File: src/design/tcio_defs.svh
`ifndef TCIO_DEFS_SVH
`define TCIO_DEFS_SVH
// Behaviour
// (RL1) Compare mode: bit 2 of the field sets the pin's initial level.
// (RL2) Code 0x01: pin driven low on each compare match.
// (RL3) Code 0x10: pin driven high on each compare match.
// (RL4) Code 0x11: pin level inverted on each compare match.
// (RL5) Code 1000: counter latched into register on pin rising edge.
// (RL6) Code 1001: counter latched into register on pin falling edge.
// (RL7) Code 101x: counter latched on both pin edges.
// (RL8) Code 11xx: capture on each neighbor counter count-up or count-down.
// (RL9) Buffer mode A set: register C field ignored, no C events.
// (RL10) Codes 0000 and 0100 disable compare output; 0000 is reset value.

// APB register offsets (byte addresses)
`define TCIO_OFF_CTRL 12'h000
`define TCIO_OFF_COUNT 12'h004
`define TCIO_OFF_GRA 12'h008
`define TCIO_OFF_GRC 12'h00C
`define TCIO_OFF_STAT 12'h010
// Control register field positions
`define TCIO_SEL_A_LSB 0
`define TCIO_SEL_C_LSB 4
`define TCIO_BUF_A_BIT 8
`define TCIO_RUN_BIT 9
// Reset values
`define TCIO_SEL_RST 4'h0
`define TCIO_CNT_RST 16'h0000
`define TCIO_GR_RST 16'hFFFF
`endif

File: src/design/tcio_pkg.sv
package tcio_pkg;
    typedef logic [3:0] tcio_sel_t;
    typedef logic [15:0] tcio_word_t;
    typedef enum logic [2:0] {
        TCIO_IDLE = 3'b001,
        TCIO_SETUP = 3'b010,
        TCIO_ACCESS = 3'b100
    } tcio_apb_e;
endpackage

File: src/design/tcio_chan_if.sv
`timescale 1ns/10ps
interface tcio_chan_if;
    import tcio_pkg::*;
    tcio_sel_t sel;
    logic enable;
    logic match;
    logic pinIn;
    logic countStep;
    logic pinOut;
    logic capture;
    modport ctl (output sel, enable, match, pinIn, countStep, input pinOut, capture);
    modport unit (input sel, enable, match, pinIn, countStep, output pinOut, capture);
endinterface // tcio_chan_if

File: src/design/tcio_unit.sv
`timescale 1ns/10ps
`include "tcio_defs.svh"
module tcio_unit
    import tcio_pkg::*;
(
    input wire logic sys_clk, // Timer clock
    input wire logic rst_b, // Async reset, low
    tcio_chan_if.unit ch // Channel controls
);
    logic pinOut_r, pinOut_nxt;
    logic pinPrev_r, pinPrev_nxt;
    tcio_sel_t selPrev_r, selPrev_nxt;
    logic cmpPrev_r, cmpPrev_nxt;
    logic capture_r, capture_nxt;
    logic rise, fall, cmpMode;

    assign cmpMode = ~ch.sel[3] & ch.enable;
    assign rise = ch.pinIn & ~pinPrev_r;
    assign fall = ~ch.pinIn & pinPrev_r;

    always_comb
    begin
        pinOut_nxt = pinOut_r;
        pinPrev_nxt = ch.pinIn;
        selPrev_nxt = ch.sel;
        cmpPrev_nxt = cmpMode;
        capture_nxt = 1'b0;
        if (cmpMode)
        begin
            // (RL1) initial level on entry or new code
            // Whole code compared, bit 2 alone misses new compare codes that keep bit 2
            if (!cmpPrev_r || (ch.sel != selPrev_r))
                pinOut_nxt = ch.sel[2];
            // (RL10) codes x00 hold pin
            if (ch.match)
            begin
                case (ch.sel[1:0])
                    // (RL2) low on match
                    2'b01: pinOut_nxt = 1'b0;
                    // (RL3) high on match
                    2'b10: pinOut_nxt = 1'b1;
                    // (RL4) toggle on match
                    2'b11: pinOut_nxt = ~pinOut_r;
                    default: pinOut_nxt = pinOut_r;
                endcase
            end
        end
        else if (ch.enable)
        begin
            // (RL8) neighbor counter source
            if (ch.sel[2])
                capture_nxt = ch.countStep;
            // (RL7) both edges
            else if (ch.sel[1])
                capture_nxt = rise | fall;
            // (RL6) falling edge
            else if (ch.sel[0])
                capture_nxt = fall;
            // (RL5) rising edge
            else
                capture_nxt = rise;
        end
    end

    always_ff @(posedge sys_clk or negedge rst_b)
    begin
        if (!rst_b)
        begin
            pinOut_r <= 1'b0;
            pinPrev_r <= 1'b0;
            selPrev_r <= `TCIO_SEL_RST;
            cmpPrev_r <= 1'b0;
            capture_r <= 1'b0;
        end
        else
        begin
            pinOut_r <= pinOut_nxt;
            pinPrev_r <= pinPrev_nxt;
            selPrev_r <= selPrev_nxt;
            cmpPrev_r <= cmpPrev_nxt;
            capture_r <= capture_nxt;
        end
    end

    assign ch.pinOut = pinOut_r;
    assign ch.capture = capture_r;
endmodule // tcio_unit

File: src/design/tcio_top.sv
`timescale 1ns/10ps
`include "tcio_defs.svh"
module tcio_top
    import tcio_pkg::*;
(
    input wire logic sys_clk, // Timer clock, 40 MHz
    input wire logic rst_b, // Async reset, low
    input wire logic psel, // APB select
    input wire logic penable, // APB enable
    input wire logic pwrite, // APB direction
    input wire logic [11:0] paddr, // APB byte address
    input wire logic [31:0] pwdata, // APB write data
    output logic [31:0] prdata, // APB read data
    output logic pready, // APB ready
    output logic pslverr, // APB error
    input wire logic pinAIn, // Pin A level in
    input wire logic pinCIn, // Pin C level in
    input wire logic neighborStep, // Neighbor counter step pulse
    output logic pinAOut, // Pin A level out
    output logic pinAOe, // Pin A drive enable
    output logic pinCOut, // Pin C level out
    output logic pinCOe // Pin C drive enable
);
    tcio_chan_if chA();
    tcio_chan_if chC();

    tcio_sel_t selA_r, selA_nxt, selC_r, selC_nxt;
    logic bufA_r, bufA_nxt, run_r, run_nxt;
    tcio_word_t count_r, count_nxt, grA_r, grA_nxt, grC_r, grC_nxt;
    logic [31:0] prdata_r, prdata_nxt;
    logic pready_r, pready_nxt, pslverr_r, pslverr_nxt;
    logic [3:0] stat_r, stat_nxt;
    logic [3:0] oe_r, oe_nxt;
    logic wrEn, rdEn, hit;
    logic [31:0] rdVal;
    logic capA_d, capC_d;

    // Writes taken in the access phase, reads sampled in the setup phase, answered with zero wait states
    assign wrEn = psel & penable & pwrite & pready_r;
    assign rdEn = psel & ~penable & ~pwrite;

    assign chA.sel = selA_r;
    assign chA.enable = 1'b1;
    assign chA.match = run_r & (count_r == grA_r);
    assign chA.pinIn = pinAIn;
    assign chA.countStep = neighborStep;
    assign chC.sel = selC_r;
    // (RL9) buffer mode blocks C
    assign chC.enable = ~bufA_r;
    assign chC.match = run_r & (count_r == grC_r);
    assign chC.pinIn = pinCIn;
    assign chC.countStep = neighborStep;

    tcio_unit uA (.sys_clk(sys_clk), .rst_b(rst_b), .ch(chA));
    tcio_unit uC (.sys_clk(sys_clk), .rst_b(rst_b), .ch(chC));

    assign capA_d = chA.capture;
    assign capC_d = chC.capture;

    always_comb
    begin
        hit = 1'b1;
        case (paddr)
            `TCIO_OFF_CTRL: rdVal = {22'h00_0000, run_r, bufA_r, selC_r, selA_r};
            `TCIO_OFF_COUNT: rdVal = {16'h0000, count_r};
            `TCIO_OFF_GRA: rdVal = {16'h0000, grA_r};
            `TCIO_OFF_GRC: rdVal = {16'h0000, grC_r};
            `TCIO_OFF_STAT: rdVal = {28'h000_0000, stat_r};
            default:
            begin
                rdVal = 32'h0000_0000;
                hit = 1'b0;
            end
        endcase
    end

    always_comb
    begin
        selA_nxt = selA_r;
        selC_nxt = selC_r;
        bufA_nxt = bufA_r;
        run_nxt = run_r;
        count_nxt = run_r ? count_r + 16'h0001 : count_r;
        grA_nxt = grA_r;
        grC_nxt = grC_r;
        prdata_nxt = prdata_r;
        pready_nxt = psel & ~penable;
        pslverr_nxt = psel & ~penable & ~hit;
        stat_nxt = {chC.pinOut, chA.pinOut, capC_d, capA_d};
        if (rdEn)
            prdata_nxt = rdVal;
        if (wrEn & hit)
        begin
            case (paddr)
                `TCIO_OFF_CTRL:
                begin
                    selA_nxt = pwdata[`TCIO_SEL_A_LSB +: 4];
                    selC_nxt = pwdata[`TCIO_SEL_C_LSB +: 4];
                    bufA_nxt = pwdata[`TCIO_BUF_A_BIT];
                    run_nxt = pwdata[`TCIO_RUN_BIT];
                end
                `TCIO_OFF_COUNT: count_nxt = pwdata[15:0];
                `TCIO_OFF_GRA: grA_nxt = pwdata[15:0];
                `TCIO_OFF_GRC: grC_nxt = pwdata[15:0];
                default: stat_nxt = stat_r;
            endcase
        end
        // (RL5) capture loads general register
        if (capA_d)
            grA_nxt = count_r;
        if (capC_d)
            grC_nxt = count_r;
        // (RL10) drive only when compare active
        oe_nxt[0] = ~selA_r[3] & (selA_r[1:0] != 2'b00);
        oe_nxt[1] = ~bufA_r & ~selC_r[3] & (selC_r[1:0] != 2'b00);
        oe_nxt[2] = chA.pinOut;
        oe_nxt[3] = chC.pinOut;
    end

    always_ff @(posedge sys_clk or negedge rst_b)
    begin
        if (!rst_b)
        begin
            selA_r <= `TCIO_SEL_RST;
            selC_r <= `TCIO_SEL_RST;
            bufA_r <= 1'b0;
            run_r <= 1'b0;
            count_r <= `TCIO_CNT_RST;
            grA_r <= `TCIO_GR_RST;
            grC_r <= `TCIO_GR_RST;
            prdata_r <= 32'h0000_0000;
            pready_r <= 1'b0;
            pslverr_r <= 1'b0;
            stat_r <= 4'h0;
            oe_r <= 4'h0;
        end
        else
        begin
            selA_r <= selA_nxt;
            selC_r <= selC_nxt;
            bufA_r <= bufA_nxt;
            run_r <= run_nxt;
            count_r <= count_nxt;
            grA_r <= grA_nxt;
            grC_r <= grC_nxt;
            prdata_r <= prdata_nxt;
            pready_r <= pready_nxt;
            pslverr_r <= pslverr_nxt;
            stat_r <= stat_nxt;
            oe_r <= oe_nxt;
        end
    end

    assign prdata = prdata_r;
    assign pready = pready_r;
    assign pslverr = pslverr_r;
    assign pinAOe = oe_r[0];
    assign pinCOe = oe_r[1];
    assign pinAOut = oe_r[2];
    assign pinCOut = oe_r[3];
endmodule // tcio_top

File: config.mk
export PLATFORM = sky130hd
export DESIGN_NAME = tcio_top
export DESIGN_NICKNAME = d
export VERILOG_FILES = /design/src/design/tcio_pkg.sv /design/src/design/tcio_chan_if.sv /design/src/design/tcio_unit.sv /design/src/design/tcio_top.sv
export VERILOG_INCLUDE_DIRS = /design/src /design/src/design
export SDC_FILE = /design/constraint.sdc
export NUM_CORES = 1
export LEC_CHECK = 0
export ABC_AREA = 1
export BUFFER_PORTS_ARGS = -buffer_cell sky130_fd_sc_hd__clkbuf_2
export CORE_UTILIZATION = 45
export CTS_BUF_LIST = sky130_fd_sc_hd__clkbuf_4
export DETAILED_ROUTE_END_ITERATION = 10
export HOLD_SLACK_MARGIN = 0.15
export PLACE_DENSITY_LB_ADDON = 0.2
export SYNTH_ARGS = -nofsm -noshare
export SYNTH_HDL_FRONTEND = slang
export SYNTH_SLANG_ARGS = --single-unit
File: constraint.sdc
create_clock -name sys_clk -period 1.9 [get_ports sys_clk]
set_input_delay 0 -clock sys_clk [delete_from_list [all_inputs] [get_ports sys_clk]]
set_output_delay 0 -clock sys_clk [all_outputs]
set_load 0.05 [all_outputs]
Word level (Yosys, flattened, before mapping)
Index checks and enable logic that the tools add are counted.
{"block": "totals", "ff_bits": 116, "wordCells": 118, "output_inout_bits": 38}
{"block": "op_classes", "eq_ne": 17, "bitwise_logic": 30, "reduce_logical": 20, "muxes": 28, "add_sub_neg": 1}
{"operator": "$mux W16", "count": 9}
{"operator": "$pmux W16 S5", "count": 1}
{"operator": "$eq A16 B16 Y1", "count": 2}
{"operator": "$eq A12 B4 Y1 const B", "count": 2}
{"operator": "$add A16 B1 Y16 const B", "count": 1}
{"operator": "$and A1 B1 Y1", "count": 16}
{"operator": "$reduce_bool A2 Y1", "count": 8}
{"operator": "$mux W1", "count": 14}
{"operator": "$eq A12 B3 Y1 const B", "count": 1}
{"operator": "$eq A12 B5 Y1 const B", "count": 1}
{"operator": "$logic_not A12 Y1", "count": 1}
{"operator": "$not A1 Y1", "count": 12}
{"operator": "$eq A2 B2 Y1 const B", "count": 4}
{"operator": "$mux W4", "count": 2}
{"operator": "$ne A4 B1 Y1 const B", "count": 2}
{"operator": "$ne A4 B4 Y1", "count": 2}
{"operator": "$pmux W1 S3", "count": 2}
{"operator": "$reduce_and A2 Y1", "count": 3}
{"operator": "$reduce_and A3 Y1", "count": 2}
{"operator": "$reduce_or A5 Y1", "count": 1}
{"operator": "$eq A2 B1 Y1 const B", "count": 2}
{"operator": "$reduce_or A4 Y1", "count": 1}
{"operator": "$logic_not A1 Y1", "count": 2}
{"operator": "$logic_or A1 B1 Y1", "count": 2}
{"operator": "other kinds (2)", "count": 3}

Logic depth before layout (Yosys ltp)
Gate-level depths: netlist of the first run.
{"block": "depth", "word_depth": 7, "ltp_mapped": 12, "mapped_depth_nobuf": 11}

Modules after synthesis
A second synthesis of the first run with hierarchy kept.
{"block": "unflattened", "hier_cells": 837, "area_unflattened_um2": 6099.6}
{"module": "tcio_top", "seq_area_each_um2": 2142.1, "instances": 1, "area_each_um2": 5298.8, "cells_each": 731}
{"module": "tcio_unit", "seq_area_each_um2": 200.2, "instances": 2, "area_each_um2": 400.4, "cells_each": 53}

Least setup slack after synthesis of the first run
No wires, ideal clock.
{"block": "synth_timing", "path_kind": "reg-to-reg", "from": "register count_r[0]", "to": "register count_r[14]", "required_time_ns": 1.783, "stages_incl_launch_ff": 10, "t_arrival_ns": 1.444, "path_slack_ns": 0.339, "path_cell_list": "dfrtp_1 > ha_1 > nand3_1 > nor2_1 > nand3_1 > nor2_1 > nand2_1 > xor2_1 > o21ai_1 > inv_1"}
{"block": "synth_via", "elab_chain_cells": 4}
{"item": "from (decl)", "line": "tcio_top.sv:29", "text": "tcio_word_t count_r, count_nxt, grA_r, grA_nxt, grC_r, grC_nxt;"}
{"item": "from (signal assigned)", "line": "tcio_top.sv:128", "text": "count_r <= `TCIO_CNT_RST;"}
{"item": "from (signal assigned)", "line": "tcio_top.sv:143", "text": "count_r <= count_nxt;"}
{"item": "$add A16 B1 Y16 (*)", "line": "tcio_top.sv:83", "text": "count_nxt = run_r ? count_r + 16'h0001 : count_r;"}
{"item": "$mux W16 (*)", "line": "tcio_top.sv:83"}
{"item": "$mux W16", "line": "tcio_top.sv:94", "text": "case (paddr)"}
{"item": "$mux W16 (*)", "line": "tcio_top.sv:92", "text": "if (wrEn & hit)"}
{"item": "named net count_nxt[14]", "line": "tcio_top.sv:29"}
The timed path passes the listed nets; every way through them passes the cells marked *.
A chain may end at the register's enable or synchronous reset.

Worst setup path in the final report of the first run
{"block": "layout_timing", "from": "register grA_r[11]", "to": "register uA.pinOut_r, in the netlist uA.ch.pinOut"}
{"block": "layout_via", "elab_chain_cells": 4}
{"item": "from (decl)", "line": "tcio_top.sv:29"}
{"item": "from (signal assigned)", "line": "tcio_top.sv:129", "text": "grA_r <= `TCIO_GR_RST;"}
{"item": "from (signal assigned)", "line": "tcio_top.sv:144", "text": "grA_r <= grA_nxt;"}
{"item": "$eq A16 B16 Y1 (*)", "line": "tcio_top.sv:44", "text": "assign chA.match = run_r & (count_r == grA_r);"}
{"item": "$and A1 B1 Y1 (*)", "line": "tcio_top.sv:44"}
{"item": "$ne A4 B1 Y1 (no line) / $reduce_bool A2 Y1 (equally long branches)"}
{"item": "$reduce_and A3 Y1 (no line)"}
{"item": "to (signal assigned)", "line": "tcio_unit.sv:77", "text": "pinOut_r <= pinOut_nxt;"}
{"item": "to (decl)", "line": "tcio_unit.sv:10", "text": "logic pinOut_r, pinOut_nxt;"}
Every way passes the cells marked *; elsewhere a longest branch is shown, timed or not.

==> results.py, run 1 <==
metrics = {
    "placed_design": {
        "dp_hpwl_um": 13680,
        "placement.setup.worst_slack_ns": 0.1234,
        "place.port_buffers": 57,
        "dpl.cell_count": 1086,
        "place_congestion": 0.9797,
    },
    "routing": {
        "avgViaCountPerCell": 5.142,
        "wl_um": 18510,
        "vias_post_dr": 5846,
        "drt_drc_violations_left": 0,
        "routed_wire_length_per_instance_um": 16.28,
        "firstDrtPassIters": 5,
        "drt_iter0_drc": 473,
        "drt.antenna.violating_nets": 0,
    },
    "flow_run": {
        "maxCapViolations": 0,
    },
    "synthesis": {
        "synth_async_sr_flop_share": 1.000,
        "synth-seq-cells": 100,
        "syn-cell-area_sq_um": 6055,
        "ys_top_cells_by_count": "sky130_fd_sc_hd__nand2_1, sky130_fd_sc_hd__inv_1, sky130_fd_sc_hd__o21ai_0",
        "synthDistinctLibCells": 34,
        "post-synth-top-area-fraction": 0.2810,
        "synth_area_leader": "sky130_fd_sc_hd__dfrtp_1",
        "synth_edf_count": 0,
        "library_cell_with_the_highest_instance_count_after_synthesis": "sky130_fd_sc_hd__nand2_1",
        "synthesis.area_per_instance_sq_um": 7.131,
        "synth_sequential_area_ratio": 0.4199,
        "yosys-top-cells-area": "sky130_fd_sc_hd__dfrtp_1, sky130_fd_sc_hd__nand2_1, sky130_fd_sc_hd__dfstp_2",
        "synth_cells": 849,
        "synthesis.yosys.warnings": 0,
        "synth_ff_type": "sky130_fd_sc_hd__dfrtp_1",
    },
    "clocking": {
        "clockRootBuffer": "sky130_fd_sc_hd__clkbuf_4",
        "cts_max_path_buffers": 2,
        "cts_tree": "done",
        "tritoncts.num_buffers": 9,
        "cts_sinks": 100,
        "cts.clk_slew.worst_paths_ns": 0.16,
        "clock_insertion_delay_at_the_later_pin_of_the_skew_report_ns": 0.49,
        "clock_tree.htree_level_count": 3,
    },
    "floorplanning": {
        "die_height_um": 118.0,
        "placement_rows": 42,
        "placeableCoreArea_sq_um": 13190,
        "fp.dieArea_sq_um": 13920,
        "num_io_pins": 90,
        "die_w_um": 118.0,
        "start_util": 0.4590,
    },
    "cells_and_area": {
        "syn_to_final_growth_pct": 18.64,
        "net_total_in_the_final_layout": 1019,
        "layout-drive-gt1-share": 0.1727,
        "final_cell_count_no_fill": 1137,
        "n_antenna_cell": 0,
    },
    "grt": {
        "first_pass_grt_wire_length_um": 29960,
        "globalRouteTotalUtil": 0.2817,
        "grt_start_max_net_pins": 40,
        "antenna_found_initial": 0,
        "vias_in_the_first_global_route": 5518,
        "grt_overflow": 0,
    },
    "critical_path": {
        "crit_required_ns": 2.33,
        "worstSetupPathType": "register to register",
        "rr_worst_depth": 10,
        "cp-end-kind": "register",
        "start_kind": "register",
        "critPathArrivalTime_ns": 2.20,
        "crit_path_max_fanout": 3,
    },
    "timing": {
        "timing.max_slew.rel_slack": 0.4320,
        "skew_final_ns": 0.01203,
        "max_slew.worst_pin.slew_ns": 0.8492,
        "post-route-period-util": 0.9317,
        "slew_viol_final": 0,
        "final_critical_path_setup_slack_ns": 0.1298,
        "final-hold-violation-count": 0,
        "setup-violations-final": 0,
        "finalWorstPathRequiredPeriod_ns": 1.770,
        "max_freq_mhz": 564.9,
        "rsz0062_at_grt": "false",
        "setup_total_negative_slack_ns": 0,
    },
    "pwr": {
        "p_leak_nw": 3.845,
        "pwr_density_cell_nw_per_um2": 557.1,
        "design_power_total_w": 0.004002,
        "vdd.ir_drop.worst_mv": 0.2903,
    },
    "outcome": {
        "status": "completed",
    },
    "worst_hold_path": {
        "min_path_type": "input port to asynchronous set/reset pin",
    },
}
-- final timing paths --
path,start,endpoint,slack [ns]
min reg2reg,chA.sel[2],uA.selPrev_r[2],0.49
min in group sys_clk,pinCIn,uC.pinPrev_r,0.19
max in group asynchronous,rst_b,run_r,0.37
max,grA_r[11],uA.ch.pinOut,0.13
max reg2reg,grA_r[11],uA.ch.pinOut,0.13
min,rst_b,grC_r[11],0.19
-- stage by stage --
step | hold WS, ns | util | area (sq um)
3_3_place_gp | 0.003951 | 0.5024 | 6626
6_report | 0.1887 | 0.5446 | 7183
2_1_floorplan | -0.2956 | - | 6111
5_1_grt | 0.1714 | 0.5446 | 7183
4_1_cts | 0.1541 | 0.5427 | 7158
3_5_place_dp | -0.003506 | 0.5024 | 6626
-- critical path, stage by stage (launching register included) --
cell                      delay [ns]
sky130_fd_sc_hd__dfstp_2        0.57
sky130_fd_sc_hd__inv_1          0.06
sky130_fd_sc_hd__nand2_1        0.14
sky130_fd_sc_hd__nand2_1        0.09
sky130_fd_sc_hd__inv_1          0.05
sky130_fd_sc_hd__nand2_1        0.06
sky130_fd_sc_hd__nor2_1         0.29
sky130_fd_sc_hd__nand3_1        0.16
sky130_fd_sc_hd__a21oi_1        0.15
sky130_fd_sc_hd__nand3_1        0.08
sky130_fd_sc_hd__nand2_1        0.07
-- routing by layer --
metal,vias to the layer above,share of wire,GRT usage,routed length [um]
li1,2894,-,-,-
met1,2645,0.45,0.3940,8269
met2,261,0.43,0.4221,7983
met3,46,0.084,0.04942,1564
met4,0,0.038,0.1338,695
met5,-,0,0,0
-- layout by cell type (no fill, tap or decap), types with 2 or more instances in the layout --
master	synthesis	layout
sky130_fd_sc_hd__o22ai_1	22	22
sky130_fd_sc_hd__dlygate4sd3_1	0	32
sky130_fd_sc_hd__clkbuf_2	3	56
sky130_fd_sc_hd__o21ai_0	83	82
sky130_fd_sc_hd__xnor2_1	6	6
sky130_fd_sc_hd__or2_2	4	4
sky130_fd_sc_hd__o211ai_1	15	15
sky130_fd_sc_hd__buf_12	0	2
sky130_fd_sc_hd__dfrtp_1	68	62
sky130_fd_sc_hd__nand2_2	2	3
sky130_fd_sc_hd__inv_1	120	120
sky130_fd_sc_hd__a21oi_1	11	11
sky130_fd_sc_hd__buf_4	22	34
sky130_fd_sc_hd__nor2_2	4	5
sky130_fd_sc_hd__xor2_1	11	11
sky130_fd_sc_hd__o21ai_1	19	20
sky130_fd_sc_hd__clkinvlp_4	0	3
sky130_fd_sc_hd__nor2_1	67	66
sky130_fd_sc_hd__o21bai_1	2	2
sky130_fd_sc_hd__bufinv_16	0	3
sky130_fd_sc_hd__nor3_1	14	14
sky130_fd_sc_hd__conb_1	1	16
sky130_fd_sc_hd__clkbuf_4	0	9
sky130_fd_sc_hd__dfrtp_2	0	6
sky130_fd_sc_hd__inv_2	2	2
sky130_fd_sc_hd__dfstp_2	32	32
sky130_fd_sc_hd__ha_1	11	11
sky130_fd_sc_hd__nor3_2	2	2
sky130_fd_sc_hd__nand3_1	36	35
sky130_fd_sc_hd__nand4_1	9	9
sky130_fd_sc_hd__nand2_1	257	256
-- power breakdown --
group | leakage [nW] | total, W | internal, W | switching (W)
Combinational | 2.56 | 0.000382 | 0.000116 | 0.000265
Clock | 0.0903 | 0.00146 | 0.000673 | 0.000789
Sequential | 1.20 | 0.00216 | 0.00215 | 0.00000773
Total | 3.85 | 0.00400 | 0.00294 | 0.00106
-- timing repair --
action | in CTS | in global routing
hold buffers | 34 | 0
buffers inserted | 0 | 2
gates resized for setup | 0 | 11
endpoints found under the setup margin | 0 | 8
endpoints found under the hold margin | 178 | 0
-- kinds of logic after synthesis --
family,Yosys count,synth area share
other,1,0.0006194
buffers and inverters,166,0.1194
AOI/OAI and AO/OA,155,0.1424
DFF,100,0.4199
xor gates and xnor gates,17,0.02459
adders and majority gates,11,0.02273
and+or+nand+nor,399,0.2703
-- final cells by class --
cell class / count / area [sq um]
inverters: 122 / 457.9
fillers: 1296 / 6007
multi-input cells: 598 / 2855
clock inverters: 7 / 123.9
well taps: 176 / 220.2
flip-flops and latches: 100 / 2550
repair buffers: 125 / 908.4
clock buffers: 9 / 67.56
-- state kept, by name, summed over array words and instances, names as in the netlist, 4 cells and up --
signal,flops
chA.sel,4
chC.sel,4
count_r,16
grA_r,16
grC_r,16
oe_r,4
prdata,16
stat_r,4
uA.selPrev_r,4
uC.selPrev_r,4
No activity file was read; power rests on OpenSTA's default activity.
==> run 2: changes to the inputs <==
--- a/config.mk
+++ b/config.mk
@@ -12,7 +12,9 @@
 export CTS_BUF_LIST = sky130_fd_sc_hd__clkbuf_4
 export DETAILED_ROUTE_END_ITERATION = 10
+export GPL_TIMING_DRIVEN = 0
 export HOLD_SLACK_MARGIN = 0.15
 export PLACE_DENSITY_LB_ADDON = 0.2
 export SYNTH_ARGS = -nofsm -noshare
 export SYNTH_HDL_FRONTEND = slang
+export SYNTH_HIERARCHICAL = 1
 export SYNTH_SLANG_ARGS = --single-unit
==> constraint.sdc (replaced) <==
create_clock -name sys_clk -period 1.9 [get_ports sys_clk]
set_input_delay 0 -clock sys_clk [delete_from_list [all_inputs] [get_ports sys_clk]]
set_output_delay 0 -clock sys_clk [all_outputs]
set_load 0.005 [all_outputs]
==> run 2 against run 1 <==
Flip-flop and latch count did not move. Total power fell by 1.4%. Utilization rose by 1.7 points. Critical endpoint is now count_r[7]. Highest routed layer unchanged.
==> results.py, run 2 <==
metrics = {
    "cells_and_area": {
        "final-seq-area_sq_um": 2550,
        "multiInputGateArea_sq_um": 3047,
        "n_antenna_cell": 0,
        "syn_to_final_growth_pct": 21.85,
        "layout-drive-gt1-share": 0.2249,
        "fillers": 1327,
        "net_total_in_the_final_layout": 1030,
        "final_cell_count_no_fill": 1154,
        "final_cell_mix": "sky130_fd_sc_hd__nand2_1, sky130_fd_sc_hd__nand3_1, sky130_fd_sc_hd__inv_1",
        "finalCoreUtilization": 0.5612,
        "layout.cells.most_common": "sky130_fd_sc_hd__nand2_1",
    },
    "critical_path": {
        "worstSetupStartpoint": "paddr[3]",
        "critical_path.slowest_cell": "sky130_fd_sc_hd__dlygate4sd3_1",
        "cpLargestDelayFamily": "buffers and inverters",
        "slowest_delay_ns": 0.55,
        "crit_required_ns": 2.31,
        "worstSetupPathType": "input port to register",
        "critical_path.reg2reg.startpoint": "run_r",
        "critPathArrivalTime_ns": 2.22,
        "critical_path_cell_list": "dlygate4sd3_1, clkbuf_2, nor2_2, nand2_2, nor2_4, nand2_4, nand2_8, nand2_8, nor2_4, nand2_1, dlygate4sd3_1, o21ai_0",
        "cp-end-kind": "register",
        "timing.critical_path.buf_inv": 3,
        "crit_path_max_fanout": 8,
        "start_kind": "input port",
    },
    "worst_hold_path": {
        "min_path_type": "input port to register",
        "hold_start": "paddr[0]",
    },
    "synthesis": {
        "ys_top_cells_by_count": "sky130_fd_sc_hd__nand2_1, sky130_fd_sc_hd__nand3_1, sky130_fd_sc_hd__inv_1",
        "yosys-top-cells-area": "sky130_fd_sc_hd__dfrtp_1, sky130_fd_sc_hd__nand2_1, sky130_fd_sc_hd__dfstp_2",
        "synth_sequential_area_ratio": 0.4168,
        "synth_cells": 837,
        "synth_async_sr_flop_share": 1.000,
        "syn-cell-area_sq_um": 6100,
        "post-synth-top-area-fraction": 0.2790,
        "synth_ff_type": "sky130_fd_sc_hd__dfrtp_1",
        "synthDistinctLibCells": 37,
        "synth_edf_count": 0,
        "synthesis.yosys.warnings": 6,
        "synth_area_leader": "sky130_fd_sc_hd__dfrtp_1",
        "synth-seq-cells": 100,
        "library_cell_with_the_highest_instance_count_after_synthesis": "sky130_fd_sc_hd__nand2_1",
        "synthesis.area_per_instance_sq_um": 7.287,
    },
    "grt": {
        "vias_in_the_first_global_route": 5352,
        "grt_most_used_layer": "met2",
        "grt_start_max_net_pins": 53,
        "met1_usage": 0.3684,
        "globalRouteTotalUtil": 0.2591,
        "antenna_found_initial": 0,
        "grt_overflow": 0,
        "grtUsageMet3": 0.04971,
        "first_pass_grt_wire_length_um": 28130,
        "grt.met2_usage": 0.4088,
    },
    "timing": {
        "setup-violations-final": 0,
        "worst_hold_slack_ns": 0.1735,
        "skew_final_ns": 0.02116,
        "post-route-period-util": 0.9520,
        "setup_total_negative_slack_ns": 0,
        "rsz0062_at_grt": "true",
        "final-hold-violation-count": 0,
        "timing.max_slew.rel_slack": 0.6268,
        "finalWorstPathRequiredPeriod_ns": 1.809,
        "max_slew.worst_pin.slew_ns": 0.5568,
        "slew_viol_final": 0,
        "max_freq_mhz": 552.9,
    },
    "routing": {
        "avgViaCountPerCell": 5.061,
        "drt.antenna.violating_nets": 0,
        "wl_um": 17260,
        "drt_iter0_drc": 491,
        "firstDrtPassIters": 5,
        "drt_drc_violations_left": 0,
        "vias_post_dr": 5840,
        "routed_wire_length_per_instance_um": 14.96,
    },
    "floorplanning": {
        "fp.dieArea_sq_um": 14020,
        "placement_rows": 42,
        "die_height_um": 118.4,
        "placeableCoreArea_sq_um": 13240,
        "num_io_pins": 90,
        "start_util": 0.4606,
        "die_w_um": 118.4,
    },
    "pwr": {
        "design_power_total_w": 0.003947,
        "p_leak_nw": 3.802,
        "vdd.ir_drop.worst_mv": 0.2695,
        "pwr_density_cell_nw_per_um2": 531.1,
    },
    "clocking": {
        "cts_tree": "done",
        "cts.clk_slew.worst_paths_ns": 0.15,
        "clock_insertion_delay_at_the_later_pin_of_the_skew_report_ns": 0.49,
        "cts_max_path_buffers": 2,
        "tritoncts.num_buffers": 9,
        "clockRootBuffer": "sky130_fd_sc_hd__clkbuf_4",
        "clock_tree.htree_level_count": 3,
        "cts_sinks": 100,
    },
    "placed_design": {
        "place.port_buffers": 57,
        "dpl.cell_count": 1087,
        "dp_hpwl_um": 12690,
        "place_congestion": 0.9192,
    },
    "outcome": {
        "status": "completed",
    },
    "flow_run": {
        "maxCapViolations": 0,
    },
}
[run 2: cell count changes after synthesis, moves of 15 or more]
cell	change
sky130_fd_sc_hd__nor2_1	-22
sky130_fd_sc_hd__o21ai_1	-15
sky130_fd_sc_hd__nand2_1	+15
sky130_fd_sc_hd__o22ai_1	-17
sky130_fd_sc_hd__inv_1	-39
sky130_fd_sc_hd__nand3_1	+69
[run 2: worst paths after layout]
kind                              endpoint  slack (ns)  depth (start not counted)
setup / recovery                count_r[7]        0.09                         12
min in group asynchronous         grC_r[8]        0.28                          2
max in group asynchronous         grA_r[2]        1.26                          3
hold reg to reg            uA/selPrev_r[2]        0.43                          0
setup reg to reg              uC/ch.pinOut        0.10                         14
hold / removal                  chC.sel[3]        0.17                          9
[run 2: kinds of logic (layout without fill, tap and decap cells)]
group,count (synthesis),count (layout),share of synthesized area
adder cells (fa/ha/maj),5,5,0.01026
other,2,18,0.001231
AO/OA/AOI/OAI,101,101,0.08759
XOR/XNOR,19,19,0.02728
buffers and inverters,140,265,0.1056
AND/OR/NAND/NOR,470,470,0.3512
flip-flops,100,100,0.4168
[run 2: where the power goes]
part / internal (W) / switching (W) / leakage, nW
clock network: 0.000394 / 0.000769 / 0.0693
registers: 0.00223 / 0.0000788 / 1.15
logic: 0.000212 / 0.000259 / 2.58
total: 0.00284 / 0.00111 / 3.80
[run 2: per-layer routing]
layer  wire (um)  vias up
met1        7784     2663
met5           0        -
met2        7842      246
met4         232        0
met3        1399       20
li1            -     2911
[run 2: worst register-to-register path, stage by stage (launching register included)]
cell and delay, ns:
sky130_fd_sc_hd__dfrtp_1 0.38, sky130_fd_sc_hd__buf_6 0.12, sky130_fd_sc_hd__clkinvlp_4 0.12, sky130_fd_sc_hd__a21oi_2 0.14
sky130_fd_sc_hd__nand2_2 0.07, sky130_fd_sc_hd__nor3_2 0.17, sky130_fd_sc_hd__nand4_1 0.16, sky130_fd_sc_hd__nor2_4 0.20
sky130_fd_sc_hd__inv_1 0.06, sky130_fd_sc_hd__nand3_1 0.06, sky130_fd_sc_hd__nor2_1 0.04, sky130_fd_sc_hd__nand2_1 0.06
sky130_fd_sc_hd__nand2_1 0.05, sky130_fd_sc_hd__nand2_1 0.05, sky130_fd_sc_hd__nand2_1 0.04
[run 2: what timing repair did]
action | 4_1_cts | 5_1_grt
gates resized for setup | 5 | 33
endpoints found under the setup margin | 2 | 7
endpoints found under the hold margin | 168 | 0
pin swaps | 0 | 19
hold buffers | 33 | 0
buffers inserted | 0 | 24
[run 2: cell type report]
type | instances | area share
multi-input combinational | 613 | 0.4099
sequential | 100 | 0.3431
timing repair buffer | 114 | 0.1121
inverter | 90 | 0.04663
buffer | 45 | 0.04040
tap | 176 | 0.02963
clock buffer | 9 | 0.009091
clock inverter | 7 | 0.009091
[run 2: stage by stage]
stage / instance area (sq um) / setup slack (ns)
after floorplan: 6160 / 0.2234
after global placement: 6665 / -0.5471
after detailed placement: 6695 / -0.2812
after CTS: 7169 / 0.01275
after global routing: 7432 / -0.08388
final: 7432 / 0.09127
